--- config.mk ---
export PLATFORM = sky130hd
export DESIGN_NAME = serial_baud_rate_generator
export DESIGN_NICKNAME = d
export VERILOG_FILES = /design/src/core/baud_pkg.sv /design/src/core/serial_baud_rate_generator.sv
export VERILOG_INCLUDE_DIRS = /design/src /design/src/core
export SDC_FILE = /design/constraint.sdc
export NUM_CORES = 1
export LEC_CHECK = 0
export BUFFER_PORTS_ARGS = -buffer_cell sky130_fd_sc_hd__buf_2
export CORE_ASPECT_RATIO = 1.1
export CORE_MARGIN = 3
export CORE_UTILIZATION = 38
export DETAILED_ROUTE_END_ITERATION = 10
export PLACE_DENSITY = 0.65
export RECOVER_POWER = 25
export SLEW_MARGIN = 20
export SYNTH_ARGS = -nofsm -noshare
export SYNTH_HDL_FRONTEND = slang
export SYNTH_SLANG_ARGS = --single-unit
--- constraint.sdc ---
create_clock -name clk_i -period 4.4 [get_ports clk_i]
set_input_delay 0.22 -clock clk_i [delete_from_list [all_inputs] [get_ports clk_i]]
set_output_delay 0.22 -clock clk_i [all_outputs]
set_load 0.05 [all_outputs]
--- src/core/baud_regs.svh ---
// Register indices, field positions, reset values and ratios of the rate generator
`ifndef BAUD_REGS_SVH
`define BAUD_REGS_SVH
`define RX_CTRL_IDX 8'h18
`define TX_CTRL_IDX 8'h98
`define DIV_IDX 8'h99
`define STATUS_IDX 8'h9a
`define TX_CLOCK_SOURCE_SELECT_BIT 7
`define TX_SYNC_BIT 4
`define TX_HS_BIT 2
`define TX_SHIFT_EMPTY_BIT 1
`define RX_SERIAL_PORT_ENABLE_BIT 7
`define TX_WR_MASK 8'hf5
`define RX_WR_MASK 8'hf0
`define TX_CTRL_RST 8'h02
`define RX_CTRL_RST 8'h00
`define DIV_RST 8'h00
`define RATIO_SLOW 7'd64
`define RATIO_FAST 7'd16
`define RATIO_SYNC 7'd4
`endif

--- src/core/baud_pkg.sv ---
// Types shared by the rate generator and its neighbours
package baud_pkg;
  typedef struct packed {
    logic port_enable;
    logic sync_mode;
    logic master_clock;
    logic high_speed;
  } mode_s;
  typedef struct packed {
    logic rate_tick;
    logic bit_tick;
    logic rx_level;
  } tick_s;
endpackage : baud_pkg

--- src/core/serial_baud_rate_generator.sv ---
// Serial port rate generator with receive pin majority detector and Wishbone registers
// Behaviour
// - One dedicated 8-bit generator serves both asynchronous and synchronous modes.
// - The generator is a free-running 8-bit timer with period from the divisor.
// - In asynchronous mode the high-speed bit also sets the bit rate.
// - In synchronous mode the high-speed bit is ignored.
// - Async, low speed: bit rate is clock over 64 times divisor plus one.
// - Async, high speed: bit rate is clock over 16 times divisor plus one.
// - Sync mode: bit rate is clock over 4 times divisor plus one.
// - In sync mode, divisor rates apply only as master with internal clock; slave gets none.
// - Every divisor value from 0 to 255 is accepted and legal.
// - Writing the divisor loads it into the timer and clears the prescale so the new rate starts at once.
// - Receive pin is sampled three times and decided by majority.
// - Asynchronous operation is selected by clearing the sync mode bit.
// - In asynchronous mode the timer runs at 16 or 64 times bit rate.
//
// Chosen here: the Wishbone register port.
`timescale 1ns/10ps
`include "baud_regs.svh"
module serial_baud_rate_generator
  import baud_pkg::*;
#(
  parameter int unsigned ADR_W = 10
)
(
  input wire logic clk_i,
  input wire logic rst_i,
  input wire logic cyc_i,
  input wire logic stb_i,
  input wire logic we_i,
  input wire logic [ADR_W-1:0] adr_i,
  input wire logic [3:0] sel_i,
  input wire logic [31:0] dat_i,
  output logic [31:0] dat_o,
  output logic ack_o,
  input wire logic rx_pin_i,
  input wire logic tsr_empty_i,
  output mode_s mode_o,
  output tick_s ticks_o,
  output logic [7:0] tx_ctrl_o,
  output logic [7:0] rx_ctrl_o
);

  // Bus slave
  logic ack_q, ack_d;
  logic [31:0] rdat_q, rdat_d;
  logic [7:0] idx;
  logic req, wr, wr_tx, wr_rx, wr_div;
  logic [7:0] tx_q, tx_d, rx_q, rx_d, div_q, div_d;

  // Timer and prescale
  logic [7:0] count_q, count_d;
  logic [5:0] pre_q, pre_d;
  logic [5:0] ratio_m1;
  logic gen_active, rate_tick, bit_tick;

  // Pin synchroniser and majority detector
  logic [2:0] pin_sync_q, pin_sync_d;
  logic pin_level_q, pin_level_d;
  logic [2:0] samples_q, samples_d;
  logic rx_level_q, rx_level_d;

  assign idx = adr_i[ADR_W-1:2];
  assign req = cyc_i & stb_i & ~ack_q;
  // Write lands on the edge where the master sees ack
  assign wr = cyc_i & stb_i & we_i & ack_q & sel_i[0];
  assign wr_tx = wr & (idx == `TX_CTRL_IDX);
  assign wr_rx = wr & (idx == `RX_CTRL_IDX);
  assign wr_div = wr & (idx == `DIV_IDX);

  always_comb
  begin
    ack_d = req;
    rdat_d = 32'h0000_0000;
    tx_d = tx_q;
    rx_d = rx_q;
    div_d = div_q;
    if (req & ~we_i)
    begin
      unique case (idx)
        `TX_CTRL_IDX: rdat_d = {24'h00_0000, tx_q[7:2], tsr_empty_i, tx_q[0]};
        `RX_CTRL_IDX: rdat_d = {24'h00_0000, rx_q};
        `DIV_IDX: rdat_d = {24'h00_0000, div_q};
        `STATUS_IDX: rdat_d = {30'h0000_0000, gen_active, rx_level_q};
        default: rdat_d = 32'h0000_0000;
      endcase
    end
    if (wr_tx)
      tx_d = dat_i[7:0] & `TX_WR_MASK;
    if (wr_rx)
      rx_d = dat_i[7:0] & `RX_WR_MASK;
    if (wr_div)
      div_d = dat_i[7:0];
  end

  always_ff @(posedge clk_i)
  begin
    if (rst_i)
    begin
      ack_q <= 1'b0;
      rdat_q <= 32'h0000_0000;
      tx_q <= `TX_CTRL_RST & `TX_WR_MASK;
      rx_q <= `RX_CTRL_RST;
      div_q <= `DIV_RST;
    end
    else
    begin
      ack_q <= ack_d;
      rdat_q <= rdat_d;
      tx_q <= tx_d;
      rx_q <= rx_d;
      div_q <= div_d;
    end
  end

  // Slave mode takes its clock from the pin, so the timer is held
  assign gen_active = rx_q[`RX_SERIAL_PORT_ENABLE_BIT] & (~tx_q[`TX_SYNC_BIT] | tx_q[`TX_CLOCK_SOURCE_SELECT_BIT]);

  always_comb
  begin
    if (tx_q[`TX_SYNC_BIT])
      ratio_m1 = 6'(`RATIO_SYNC - 7'd1);
    else if (tx_q[`TX_HS_BIT])
      ratio_m1 = 6'(`RATIO_FAST - 7'd1);
    else
      ratio_m1 = 6'(`RATIO_SLOW - 7'd1);
  end

  assign rate_tick = gen_active & (count_q == 8'h00);
  // Compare, not equality: a mode change may leave pre_q above the new ratio
  assign bit_tick = rate_tick & (pre_q >= ratio_m1);

  always_comb
  begin
    count_d = count_q;
    pre_d = pre_q;
    if (wr_div)
    begin
      count_d = dat_i[7:0];
      pre_d = 6'h00;
    end
    else if (!gen_active)
    begin
      count_d = div_q;
      pre_d = 6'h00;
    end
    else if (rate_tick)
    begin
      count_d = div_q;
      pre_d = (pre_q >= ratio_m1) ? 6'h00 : 6'(pre_q + 6'h01);
    end
    else
      count_d = 8'(count_q - 8'h01);
  end

  always_ff @(posedge clk_i)
  begin
    if (rst_i)
    begin
      count_q <= 8'h00;
      pre_q <= 6'h00;
    end
    else
    begin
      count_q <= count_d;
      pre_q <= pre_d;
    end
  end

  // Second and third stage must agree before the level moves
  always_comb
  begin
    pin_sync_d = {pin_sync_q[1:0], rx_pin_i};
    pin_level_d = pin_level_q;
    if (pin_sync_q[1] == pin_sync_q[2])
      pin_level_d = pin_sync_q[2];
    samples_d = samples_q;
    if (rate_tick)
      samples_d = {samples_q[1:0], pin_level_q};
    rx_level_d = (samples_q[0] & samples_q[1]) | (samples_q[1] & samples_q[2])
      | (samples_q[0] & samples_q[2]);
  end

  // Line idles high, so the detector starts at the idle level
  always_ff @(posedge clk_i)
  begin
    if (rst_i)
    begin
      pin_sync_q <= 3'h7;
      pin_level_q <= 1'b1;
      samples_q <= 3'h7;
      rx_level_q <= 1'b1;
    end
    else
    begin
      pin_sync_q <= pin_sync_d;
      pin_level_q <= pin_level_d;
      samples_q <= samples_d;
      rx_level_q <= rx_level_d;
    end
  end

  assign ack_o = ack_q;
  assign dat_o = rdat_q;
  assign tx_ctrl_o = tx_q;
  assign rx_ctrl_o = rx_q;
  assign mode_o = '{port_enable: rx_q[`RX_SERIAL_PORT_ENABLE_BIT], sync_mode: tx_q[`TX_SYNC_BIT],
                    master_clock: tx_q[`TX_CLOCK_SOURCE_SELECT_BIT], high_speed: tx_q[`TX_HS_BIT]};
  assign ticks_o = '{rate_tick: rate_tick, bit_tick: bit_tick, rx_level: rx_level_q};

  // Checking helpers: cycles between bit ticks under a steady setting
  logic [15:0] gap_q;
  logic gap_ok_q;

  always_ff @(posedge clk_i)
  begin
    if (rst_i)
    begin
      gap_q <= 16'h0000;
      gap_ok_q <= 1'b0;
    end
    else
    begin
      gap_q <= bit_tick ? 16'h0001 : 16'(gap_q + 16'h0001);
      if (wr_tx | wr_rx | wr_div | ~gen_active)
        gap_ok_q <= 1'b0;
      else if (bit_tick)
        gap_ok_q <= 1'b1;
    end
  end
endmodule : serial_baud_rate_generator

==> impl_metrics.py, run 1 <==
metrics = {
    "floorplan": {
        "initial_core_util_pct": 40.3,
        "dieArea_um2": 8210,
        "core_um2": 6750,
        "rows": 31,
        "die_w_um": 86.7,
        "io_pins": 109,
        "die_h_um": 94.8,
    },
    "routing": {
        "routed_wirelength_um": 5690,
        "dr.pass1.iters": 4,
        "drt_iter0_markers": 68,
        "dr_total_vias": 2171,
        "vias_per_cell": 5.04,
        "drc_errors": 0,
        "ant_nets": 0,
        "post_drt_wl_per_cell_um": 13.2,
    },
    "logic_synthesis": {
        "synth_fa_ha_area_share_pct": 3.22,
        "synth_compound_area_share_pct": 11.9,
        "synth_area_um2": 2720,
        "synth-seq-cells": 49,
        "synthDistinctLibCells": 49,
        "netlist_instances": 314,
        "synth_edf_count": 0,
        "syn_area_per_cell_um2": 8.67,
        "synth_xor_xnor_area_share_pct": 0.966,
        "synthSimpleGateAreaFrac_pct": 27.2,
        "synth_flop_cell": "dfxtp_1",
        "synth_top_family_by_area": "simple AND/OR/NAND/NOR gates",
        "synth-warning-count": 0,
        "async_flop_share_pct": 0,
        "synthMuxAreaShare_pct": 6.62,
        "ys_seq_area_share_pct": 36.0,
    },
    "hold_path": {
        "min-delay-start": "rx_pin_i",
        "hp-class": "input pin to flip-flop",
        "holdPathStages": 2,
        "holdPathEnd": "pin_sync_q[0]$_SDFF_PP1_",
    },
    "finish": {
        "nets": 408,
        "antenna_cells": 0,
        "syn2layout_area_growth_pct": 6.44,
        "stdcell_count": 431,
        "fill_cells": 694,
        "design_area_um2": 2900,
        "drive_above_1_share_pct": 19.2,
    },
    "clock_tree": {
        "postCtsSetupRepairBufs": 0,
        "postCtsHoldBufs": 0,
        "cts_tree": "yes",
        "cts_buffers": 5,
        "clkLatencyLatePin_ns": 0.31,
        "cts.repair.resized": 0,
        "cts_buffer_depth": 2,
        "htreeDepth": 2,
        "clkSlewWorstSetupHoldPaths_ns": 0.09,
        "cts.sinks": 49,
        "cts-root-buf": "clkbuf_8",
    },
    "setup_path": {
        "crit_path_start_kind": "flip-flop",
        "cp_slowest_stage_delay_ns": 0.48,
        "cp_slowest_cell": "nor3_1",
        "critPathRequiredTime_ns": 4.18,
        "endpoint_kind": "output pin",
        "crit_type": "flip-flop to output pin",
        "rr_endpoint": "pre_q[3]$_SDFFE_PP0P_",
        "r2r-start": "tx_ctrl_o[4]$_SDFFE_PP0P_",
        "ff2ff_path_depth": 7,
        "critPathBufInv": 1,
        "path_max_fanout": 8,
        "r2r_setup_slack_ns": 2.02,
        "crit_family": "simple AND/OR/NAND/NOR gates",
        "cp.arrival_ns": 2.33,
        "crit_chain": "or2_2 -> ha_1 -> a21oi_1 -> nor2b_1 -> nor3_1 -> nor2_1 -> buf_2",
    },
    "job": {
        "max-cap-violations": 1,
    },
    "placement": {
        "placed_cell_area_um2": 2820,
        "gp_congestion": 0.857,
        "dp_hpwl_um": 4330,
        "placedCellCount": 423,
        "io_buffers": 49,
    },
    "grt": {
        "antenna_found_initial": 0,
        "grt_pass1_vias": 2073,
        "grt_pass1_wl_um": 9700,
        "grt_max_degree": 40,
        "track_usage_pct": 15.0,
        "grt-ovfl-total": 0,
    },
    "power": {
        "switching_share_pct": 29.5,
        "ir_drop_mv": 0.159,
        "p_int_uw": 577,
        "power.switching_uw": 241,
        "p_total_uw": 818,
        "powerDensity_nw_per_um2": 282,
        "clkPwrFrac_pct": 33.8,
        "p_seq_share_pct": 54.4,
        "power_frac_comb_pct": 11.7,
        "leakage_nw": 1.14,
    },
    "timing": {
        "hold_viol_final": 0,
        "rsz0062_at_grt": "no",
        "fmax_ghz": 0.392,
        "drv_slew": 0,
        "period_needed_ns": 2.55,
        "relSlewSlack_pct": 0.627,
        "final.setup.tns_ns": 0,
        "setup_violations": 0,
        "fin_crit_sh_pct": 58.0,
        "fin_worst_skew_ns": 0.00679,
        "tightestPinTransition_ns": 1.49,
    },
    "status": {
        "violations": "max-capacitance violations",
        "status": "complete, but fails checks",
    },
}
-- how the worst max path moves through the flow --
stage | startpoint | end | depth (start not counted)
6_report | tx_ctrl_o[4]$_SDFFE_PP0P_ | ticks_o[1] | 7
5_1_grt | tx_ctrl_o[4]$_SDFFE_PP0P_ | ticks_o[1] | 7
4_1_cts | tx_ctrl_o[4]$_SDFFE_PP0P_ | ticks_o[1] | 7
3_5_place_dp | tx_ctrl_o[4]$_SDFFE_PP0P_ | pre_q[3]$_SDFFE_PP0P_ | 7
3_3_place_gp | tx_ctrl_o[4]$_SDFFE_PP0P_ | pre_q[3]$_SDFFE_PP0P_ | 7
2_1_floorplan | tx_ctrl_o[4]$_SDFFE_PP0P_ | pre_q[3]$_SDFFE_PP0P_ | 7
-- cells by family (layout without fill, tap and decap cells) --
kind of cell	after synthesis	in the layout
simple gates	135	135
buf+inv	56	62
flops	49	49
compound gates	45	45
mux	18	18
fa+ha+maj	7	7
xor+xnor	3	3
other cells	1	30
-- metal layers --
metal / track usage (%) / share of wire, % / wire (µm) / up-vias
li1: - / - / - / 1084
met1: 17.9 / 44 / 2480 / 1037
met2: 26.3 / 51 / 2890 / 45
met3: 2.79 / 4.3 / 243 / 5
met4: 5.71 / 1.4 / 80 / 0
met5: 0 / 0 / 0 / -
-- per-stage QoR --
stage | hold WS, ns | util, % | setup WS [ns]
floorplan | 0.324 | - | 2.01
global placement | 0.393 | 41.8 | 2.10
detailed placement | 0.400 | 41.8 | 2.06
CTS | 0.0818 | 43.2 | 1.87
global route | 0.0956 | 42.9 | 1.64
finish | 0.0925 | 42.9 | 1.85
-- sequential cells by signal, indices dropped and copies added, names as in the netlist --
signal       flops
count_q          8
dat_o            8
div_q            8
pre_q            6
tx_ctrl_o        6
rx_ctrl_o        4
pin_sync_q       3
samples_q        3
ack_o            1
pin_level_q      1
rx_level_q       1
-- cells in the mapped netlist, types with 2 or more instances --
library cell	n	area share, %
clkbuf_1	7	0.97
o32ai_2	5	3.0
inv_1	5	0.69
nand2_1	29	4.0
o21bai_1	2	0.55
a21oi_1	17	3.1
xnor2_1	2	0.64
nor3_1	5	0.92
or3_1	4	0.92
mux2i_1	18	6.6
nor4_1	4	0.92
nor2b_1	6	1.4
nand4_1	2	0.46
or4_1	3	0.83
buf_4	37	10
and2_1	6	1.4
nand3_1	14	2.6
nand2b_1	8	1.8
dfxtp_1	49	36
nand2_2	4	0.92
or2_2	6	1.4
nor4b_1	2	0.64
nor2_1	29	4.0
ha_1	7	3.2
nand3b_1	4	1.1
nor4_4	2	1.6
a31oi_1	3	0.69
o21ai_0	10	1.8
buf_2	4	0.74
-- power groups by stage --
stage               Sequential, mW  Clock (mW)  Combinational [mW]
floorplan                    0.457           0              0.0992
global placement             0.456           0              0.0952
detailed placement           0.456           0              0.0955
CTS                          0.446       0.289              0.0956
global route                 0.446       0.304               0.102
finish                       0.445       0.277              0.0958
-- layout make-up --
class	count	area, µm²	share of cell area, %
timing repair buffer	49	229	7.90
clock inverter	3	25.0	0.864
clock buffer	5	68.8	2.38
multi-input combinational	238	1470	50.8
sequential	49	981	33.9
inverter	5	18.8	0.648
tap	82	103	3.54
-- layout by cell type, fill, tap and decap left out, drive strengths merged, types with 2 or more instances in the layout --
cell type  Yosys  routed
a21oi         17      17
a31oi          3       3
and2           6       6
buf           44      36
clkbuf         7      18
conb           1      30
dfxtp         49      49
ha             7       7
inv            5       7
mux2i         18      18
nand2         33      33
nand2b         8       8
nand3         14      14
nand3b         4       4
nand4          2       2
nor2          29      29
nor2b          6       6
nor3           6       6
nor4           6       6
nor4b          2       2
o21ai         10      10
o21bai         2       2
o32ai          6       6
or2            7       7
or3            5       5
or4            3       3
xnor2          2       2
-- worst reg2reg max path, cell delays in order, from the launching register on --
cell     delay [ns]
dfxtp_1        0.42
or2_2          0.34
ha_1           0.29
a21oi_1        0.13
nor2b_1        0.07
or3_1          0.39
or4_1          0.50
a31oi_1        0.18
Power figures use the tool's default switching activity.
==> run 2, diff against run 1 <==
PLACE_DENSITY = 0.68   (was 0.65)
clock period = 2.26 ns   (was 4.4 ns; I/O delays follow)
==> impl_metrics.py, run 2 (synthesis results as in run 1) <==
metrics = {
    "job": {
        "max-cap-violations": 0,
    },
    "grt": {
        "grt_pass1_vias": 2148,
        "track_usage_pct": 14.9,
        "antenna_found_initial": 0,
        "globalRouteMet1Util_pct": 18.4,
        "grt-ovfl-total": 0,
        "grtUsageMet3_pct": 3.23,
        "grt.busiest_layer": "met2",
        "grt_pass1_wl_um": 9770,
        "grtUsageMet2_pct": 25.1,
        "grt_max_degree": 36,
    },
    "timing": {
        "fin_crit_sh_pct": 96.2,
        "fin_worst_skew_ns": 0.0121,
        "hold_viol_final": 0,
        "hold-worst-slack_ns": 0.0368,
        "tightestPinTransition_ns": 0.600,
        "layout_setup_ws_ns": 0.0861,
        "period_needed_ns": 2.17,
        "relSlewSlack_pct": 60.2,
        "setup_violations": 0,
        "drv_slew": 0,
        "fmax_ghz": 0.460,
        "rsz0062_at_grt": "no",
        "final.setup.tns_ns": 0,
    },
    "placement": {
        "post-place-ws_ns": 0.0129,
        "io_buffers": 49,
        "gp_congestion": 0.802,
        "placedCellCount": 432,
        "placed_cell_area_um2": 2890,
        "dp_hpwl_um": 4490,
    },
    "clock_tree": {
        "cts.sinks": 49,
        "htreeDepth": 2,
        "cts_tree": "yes",
        "clkLatencyLatePin_ns": 0.31,
        "cts_buffer_depth": 2,
        "clkSlewWorstSetupHoldPaths_ns": 0.10,
        "cts_buffers": 5,
        "cts-root-buf": "clkbuf_8",
    },
    "finish": {
        "regArea_um2": 983,
        "drive_above_1_share_pct": 23.9,
        "stdcell_count": 442,
        "antenna_cells": 0,
        "final_core_utilization_pct": 45.2,
        "fill_cells": 677,
        "layout_commonest_cell": "dfxtp_1",
        "mostFrequentLayoutCells": "dfxtp_1, buf_2, conb_1",
        "multiInputGateArea_um2": 1510,
        "syn2layout_area_growth_pct": 12.0,
        "design_area_um2": 3050,
        "nets": 419,
    },
    "setup_path": {
        "critPathRequiredTime_ns": 2.50,
        "path_max_fanout": 5,
        "startpoint": "tx_ctrl_o[2]$_SDFFE_PP0P_",
        "endpoint_kind": "flip-flop",
        "crit_family": "simple AND/OR/NAND/NOR gates",
        "ff2ff_path_depth": 7,
        "cp-endpoint": "pre_q[5]$_SDFFE_PP0P_",
        "cp.arrival_ns": 2.41,
        "r2r-start": "tx_ctrl_o[2]$_SDFFE_PP0P_",
        "critPathBufInv": 0,
        "r2r_setup_slack_ns": 0.09,
        "crit_path_start_kind": "flip-flop",
        "cp_slowest_stage_delay_ns": 0.48,
        "cp.depth": 7,
        "cp_slowest_cell": "or4_1",
        "crit_chain": "or2_2 -> ha_4 -> a21oi_2 -> nor2b_1 -> or3_4 -> or4_1 -> a31oi_1",
        "rr_endpoint": "pre_q[5]$_SDFFE_PP0P_",
        "crit_type": "flip-flop to flip-flop",
    },
    "floorplan": {
        "io_pins": 109,
        "initial_core_util_pct": 40.3,
        "core_um2": 6750,
        "die_h_um": 94.8,
        "dieArea_um2": 8210,
        "rows": 31,
        "die_w_um": 86.7,
    },
    "hold_path": {
        "hp-class": "input pin to flip-flop",
    },
    "routing": {
        "post_drt_wl_per_cell_um": 13.5,
        "routed_wirelength_um": 5950,
        "vias_per_cell": 5.05,
        "drt_iter0_markers": 105,
        "ant_nets": 0,
        "dr_total_vias": 2234,
        "drc_errors": 0,
        "dr.pass1.iters": 4,
    },
    "power": {
        "powerDensity_nw_per_um2": 555,
        "ir_drop_mv": 0.383,
        "p_total_mw": 1.69,
        "leakage_nw": 1.21,
    },
    "status": {
        "status": "finished clean",
    },
}
-- run 2: worst min-delay path by stage --
stage	start	end	slack [ns]	cells after the start
floorplan	rx_pin_i	pin_sync_q[0]$_SDFF_PP1_	0.22	1
global placement	rx_pin_i	pin_sync_q[0]$_SDFF_PP1_	0.30	2
detailed placement	rx_pin_i	pin_sync_q[0]$_SDFF_PP1_	0.30	2
CTS	rst_i	div_q[3]$_SDFFE_PP0P_	0.03	2
global route	rst_i	count_q[3]$_SDFF_PP0_	0.04	2
finish	rst_i	div_q[3]$_SDFFE_PP0P_	0.04	2
-- run 2: cell type report --
cell class	instances	share of cell area, %
sequential	49	32.3
timing repair buffer	60	10.4
multi-input combinational	238	49.6
tap	82	3.36
clock buffer	5	2.26
inverter	5	0.616
clock inverter	3	1.52
-- run 2: report_power, final --
| part | switching (mW) | total [mW] | internal (mW) |
|---|---|---|---|
| clock network | 0.302 | 0.634 | 0.331 |
| logic | 0.157 | 0.191 | 0.0338 |
| registers | 0.00174 | 0.867 | 0.865 |
| total | 0.461 | 1.69 | 1.23 |
-- run 2: metal layers --
| layer | vias to the layer above | routed length [µm] | part of all wire [%] |
|---|---|---|---|
| li1 | 1102 | - | - |
| met1 | 1053 | 2540 | 43 |
| met2 | 70 | 3000 | 50 |
| met3 | 9 | 328 | 5.5 |
| met4 | 0 | 89 | 1.5 |
| met5 | - | 0 | 0 |
-- run 2: repair_timing --
action | in CTS | in global routing
endpoints found under the hold margin | 1 | 0
endpoints found under the setup margin | 1 | 3
hold buffers | 1 | 0
resized for setup | 1 | 6
pin swaps | 0 | 2
buffers inserted | 0 | 1
==> run 3, diff against run 2 <==
CORE_ASPECT_RATIO = unset   (was 1.1)
==> impl_metrics.py, run 3 (synthesis results as in run 1) <==
metrics = {
    "status": {
        "status": "finished clean",
    },
    "setup_path": {
        "path_max_fanout": 4,
        "r2r_setup_slack_ns": 0.10,
        "endpoint_kind": "flip-flop",
        "rr_endpoint": "pre_q[5]$_SDFFE_PP0P_",
        "crit_chain": "or2_2 -> ha_1 -> nand3_1 -> nor2_1 -> or3_4 -> or4_1 -> a31oi_1",
        "critPathRequiredTime_ns": 2.49,
        "crit_path_start_kind": "flip-flop",
        "crit_type": "flip-flop to flip-flop",
        "cp_slowest_cell": "or4_1",
        "r2r-start": "tx_ctrl_o[2]$_SDFFE_PP0P_",
        "cp_slowest_stage_delay_ns": 0.47,
        "ff2ff_path_depth": 7,
        "cp.arrival_ns": 2.39,
    },
    "floorplan": {
        "core_um2": 6870,
        "rows": 30,
        "die_h_um": 90.6,
        "io_pins": 109,
        "initial_core_util_pct": 39.6,
        "die_w_um": 90.6,
        "dieArea_um2": 8210,
    },
    "timing": {
        "relSlewSlack_pct": 19.8,
        "fin_crit_sh_pct": 95.6,
        "setup_violations": 0,
        "final.setup.tns_ns": 0,
        "tightestPinTransition_ns": 1.20,
        "hold_viol_final": 0,
        "period_needed_ns": 2.16,
        "drv_slew": 0,
        "rsz0062_at_grt": "no",
        "hold-worst-slack_ns": 0.0715,
        "fin_worst_skew_ns": 0.00627,
        "fmax_ghz": 0.463,
    },
    "clock_tree": {
        "cts-root-buf": "clkbuf_8",
        "clkLatencyLatePin_ns": 0.30,
        "cts_buffer_depth": 2,
        "htreeDepth": 2,
        "cts.sinks": 49,
        "clkSlewWorstSetupHoldPaths_ns": 0.09,
        "cts_tree": "yes",
        "cts_buffers": 5,
    },
    "finish": {
        "nets": 418,
        "antenna_cells": 0,
        "layout_commonest_cell": "dfxtp_1",
        "mostFrequentLayoutCells": "dfxtp_1, buf_2, conb_1",
        "drive_above_1_share_pct": 23.1,
        "syn2layout_area_growth_pct": 11.5,
    },
    "power": {
        "ir_drop_mv": 0.231,
        "powerDensity_nw_per_um2": 534,
        "leakage_nw": 1.20,
    },
    "hold_path": {
        "holdPathStages": 3,
        "min-delay-start": "dat_i[0]",
        "holdPathEnd": "div_q[0]$_SDFFE_PP0P_",
        "hp-class": "input pin to flip-flop",
    },
    "routing": {
        "post_drt_wl_per_cell_um": 13.0,
        "drt_iter0_markers": 68,
        "vias_per_cell": 4.80,
        "ant_nets": 0,
        "dr.pass1.iters": 4,
        "routed_wirelength_um": 5910,
        "drc_errors": 0,
        "dr_total_vias": 2184,
    },
    "grt": {
        "grt_max_degree": 27,
        "antenna_found_initial": 0,
        "grt_pass1_wl_um": 9740,
        "grt_pass1_vias": 2098,
        "track_usage_pct": 14.4,
        "grt-ovfl-total": 0,
    },
    "placement": {
        "io_buffers": 49,
        "dp_hpwl_um": 4400,
        "gp_congestion": 0.851,
    },
    "job": {
        "max-cap-violations": 0,
    },
}
[run 3: stage by stage]
stage | total power, mW | util [%] | instances | instance area (µm²) | setup WS, ns
6_report | 1.62 | 44.2 | 455 | 3040 | 0.100
5_1_grt | 1.69 | 44.2 | 455 | 3040 | 0.00555
4_1_cts | 1.64 | 44.0 | 454 | 3020 | 0.0406
3_5_place_dp | 1.08 | 42.2 | 445 | 2900 | 0.00371
3_3_place_gp | 1.08 | 42.2 | 445 | 2900 | 0.0928
2_1_floorplan | 1.08 | - | 343 | 2830 | 0.0200
[run 3: worst max path at each step]
stage	from	to	slack, ns	depth (start not counted)
6_report	tx_ctrl_o[2]$_SDFFE_PP0P_	pre_q[5]$_SDFFE_PP0P_	0.10	7
5_1_grt	tx_ctrl_o[2]$_SDFFE_PP0P_	pre_q[3]$_SDFFE_PP0P_	0.006	7
4_1_cts	tx_ctrl_o[2]$_SDFFE_PP0P_	pre_q[3]$_SDFFE_PP0P_	0.04	7
3_5_place_dp	tx_ctrl_o[2]$_SDFFE_PP0P_	pre_q[3]$_SDFFE_PP0P_	0.004	7
3_3_place_gp	tx_ctrl_o[2]$_SDFFE_PP0P_	pre_q[3]$_SDFFE_PP0P_	0.09	7
2_1_floorplan	tx_ctrl_o[4]$_SDFFE_PP0P_	pre_q[3]$_SDFFE_PP0P_	0.02	7
[run 3: area by class of cell]
class | count | area [µm²]
Fill cell | 726 | 3830
Clock inverter | 1 | 5.00
Timing Repair Buffer | 59 | 304
Inverter | 5 | 18.8
Clock buffer | 7 | 96.3
Tap cell | 96 | 120
Sequential cell | 49 | 983
Multi-Input combinational cell | 238 | 1510
[run 3: layer usage]
metal	GRT usage, %	vias to the layer above	wire (µm)	part of all wire (%)
li1	-	1102	-	-
met1	18.4	1006	2680	45
met2	24.0	70	2810	47
met3	3.42	6	359	6.1
met4	4.21	0	61	1.0
met5	0	-	0	0
[run 3: worst max-delay path, delay by kind of cell (launching register included)]
kind                       cells  cell delay (ns)
and+or+nand+nor                5             1.33
DFF                            1             0.32
AOI/OAI and AO/OA              1             0.14
adders and majority gates      1             0.29
[run 3: where the power goes]
group	total [mW]	internal (mW)	switching (mW)	leakage, nW
combinational	0.191	0.0331	0.158	0.746
sequential	0.867	0.865	0.00194	0.396
clock	0.563	0.277	0.286	0.0542
[run 3: repair_timing]
item	in CTS	in global routing
setup buffers	0	1
gates resized for setup	2	4
hold buffers	1	0
hold endpoints to repair	1	0
pin swaps	0	2
setup endpoints to repair	4	5
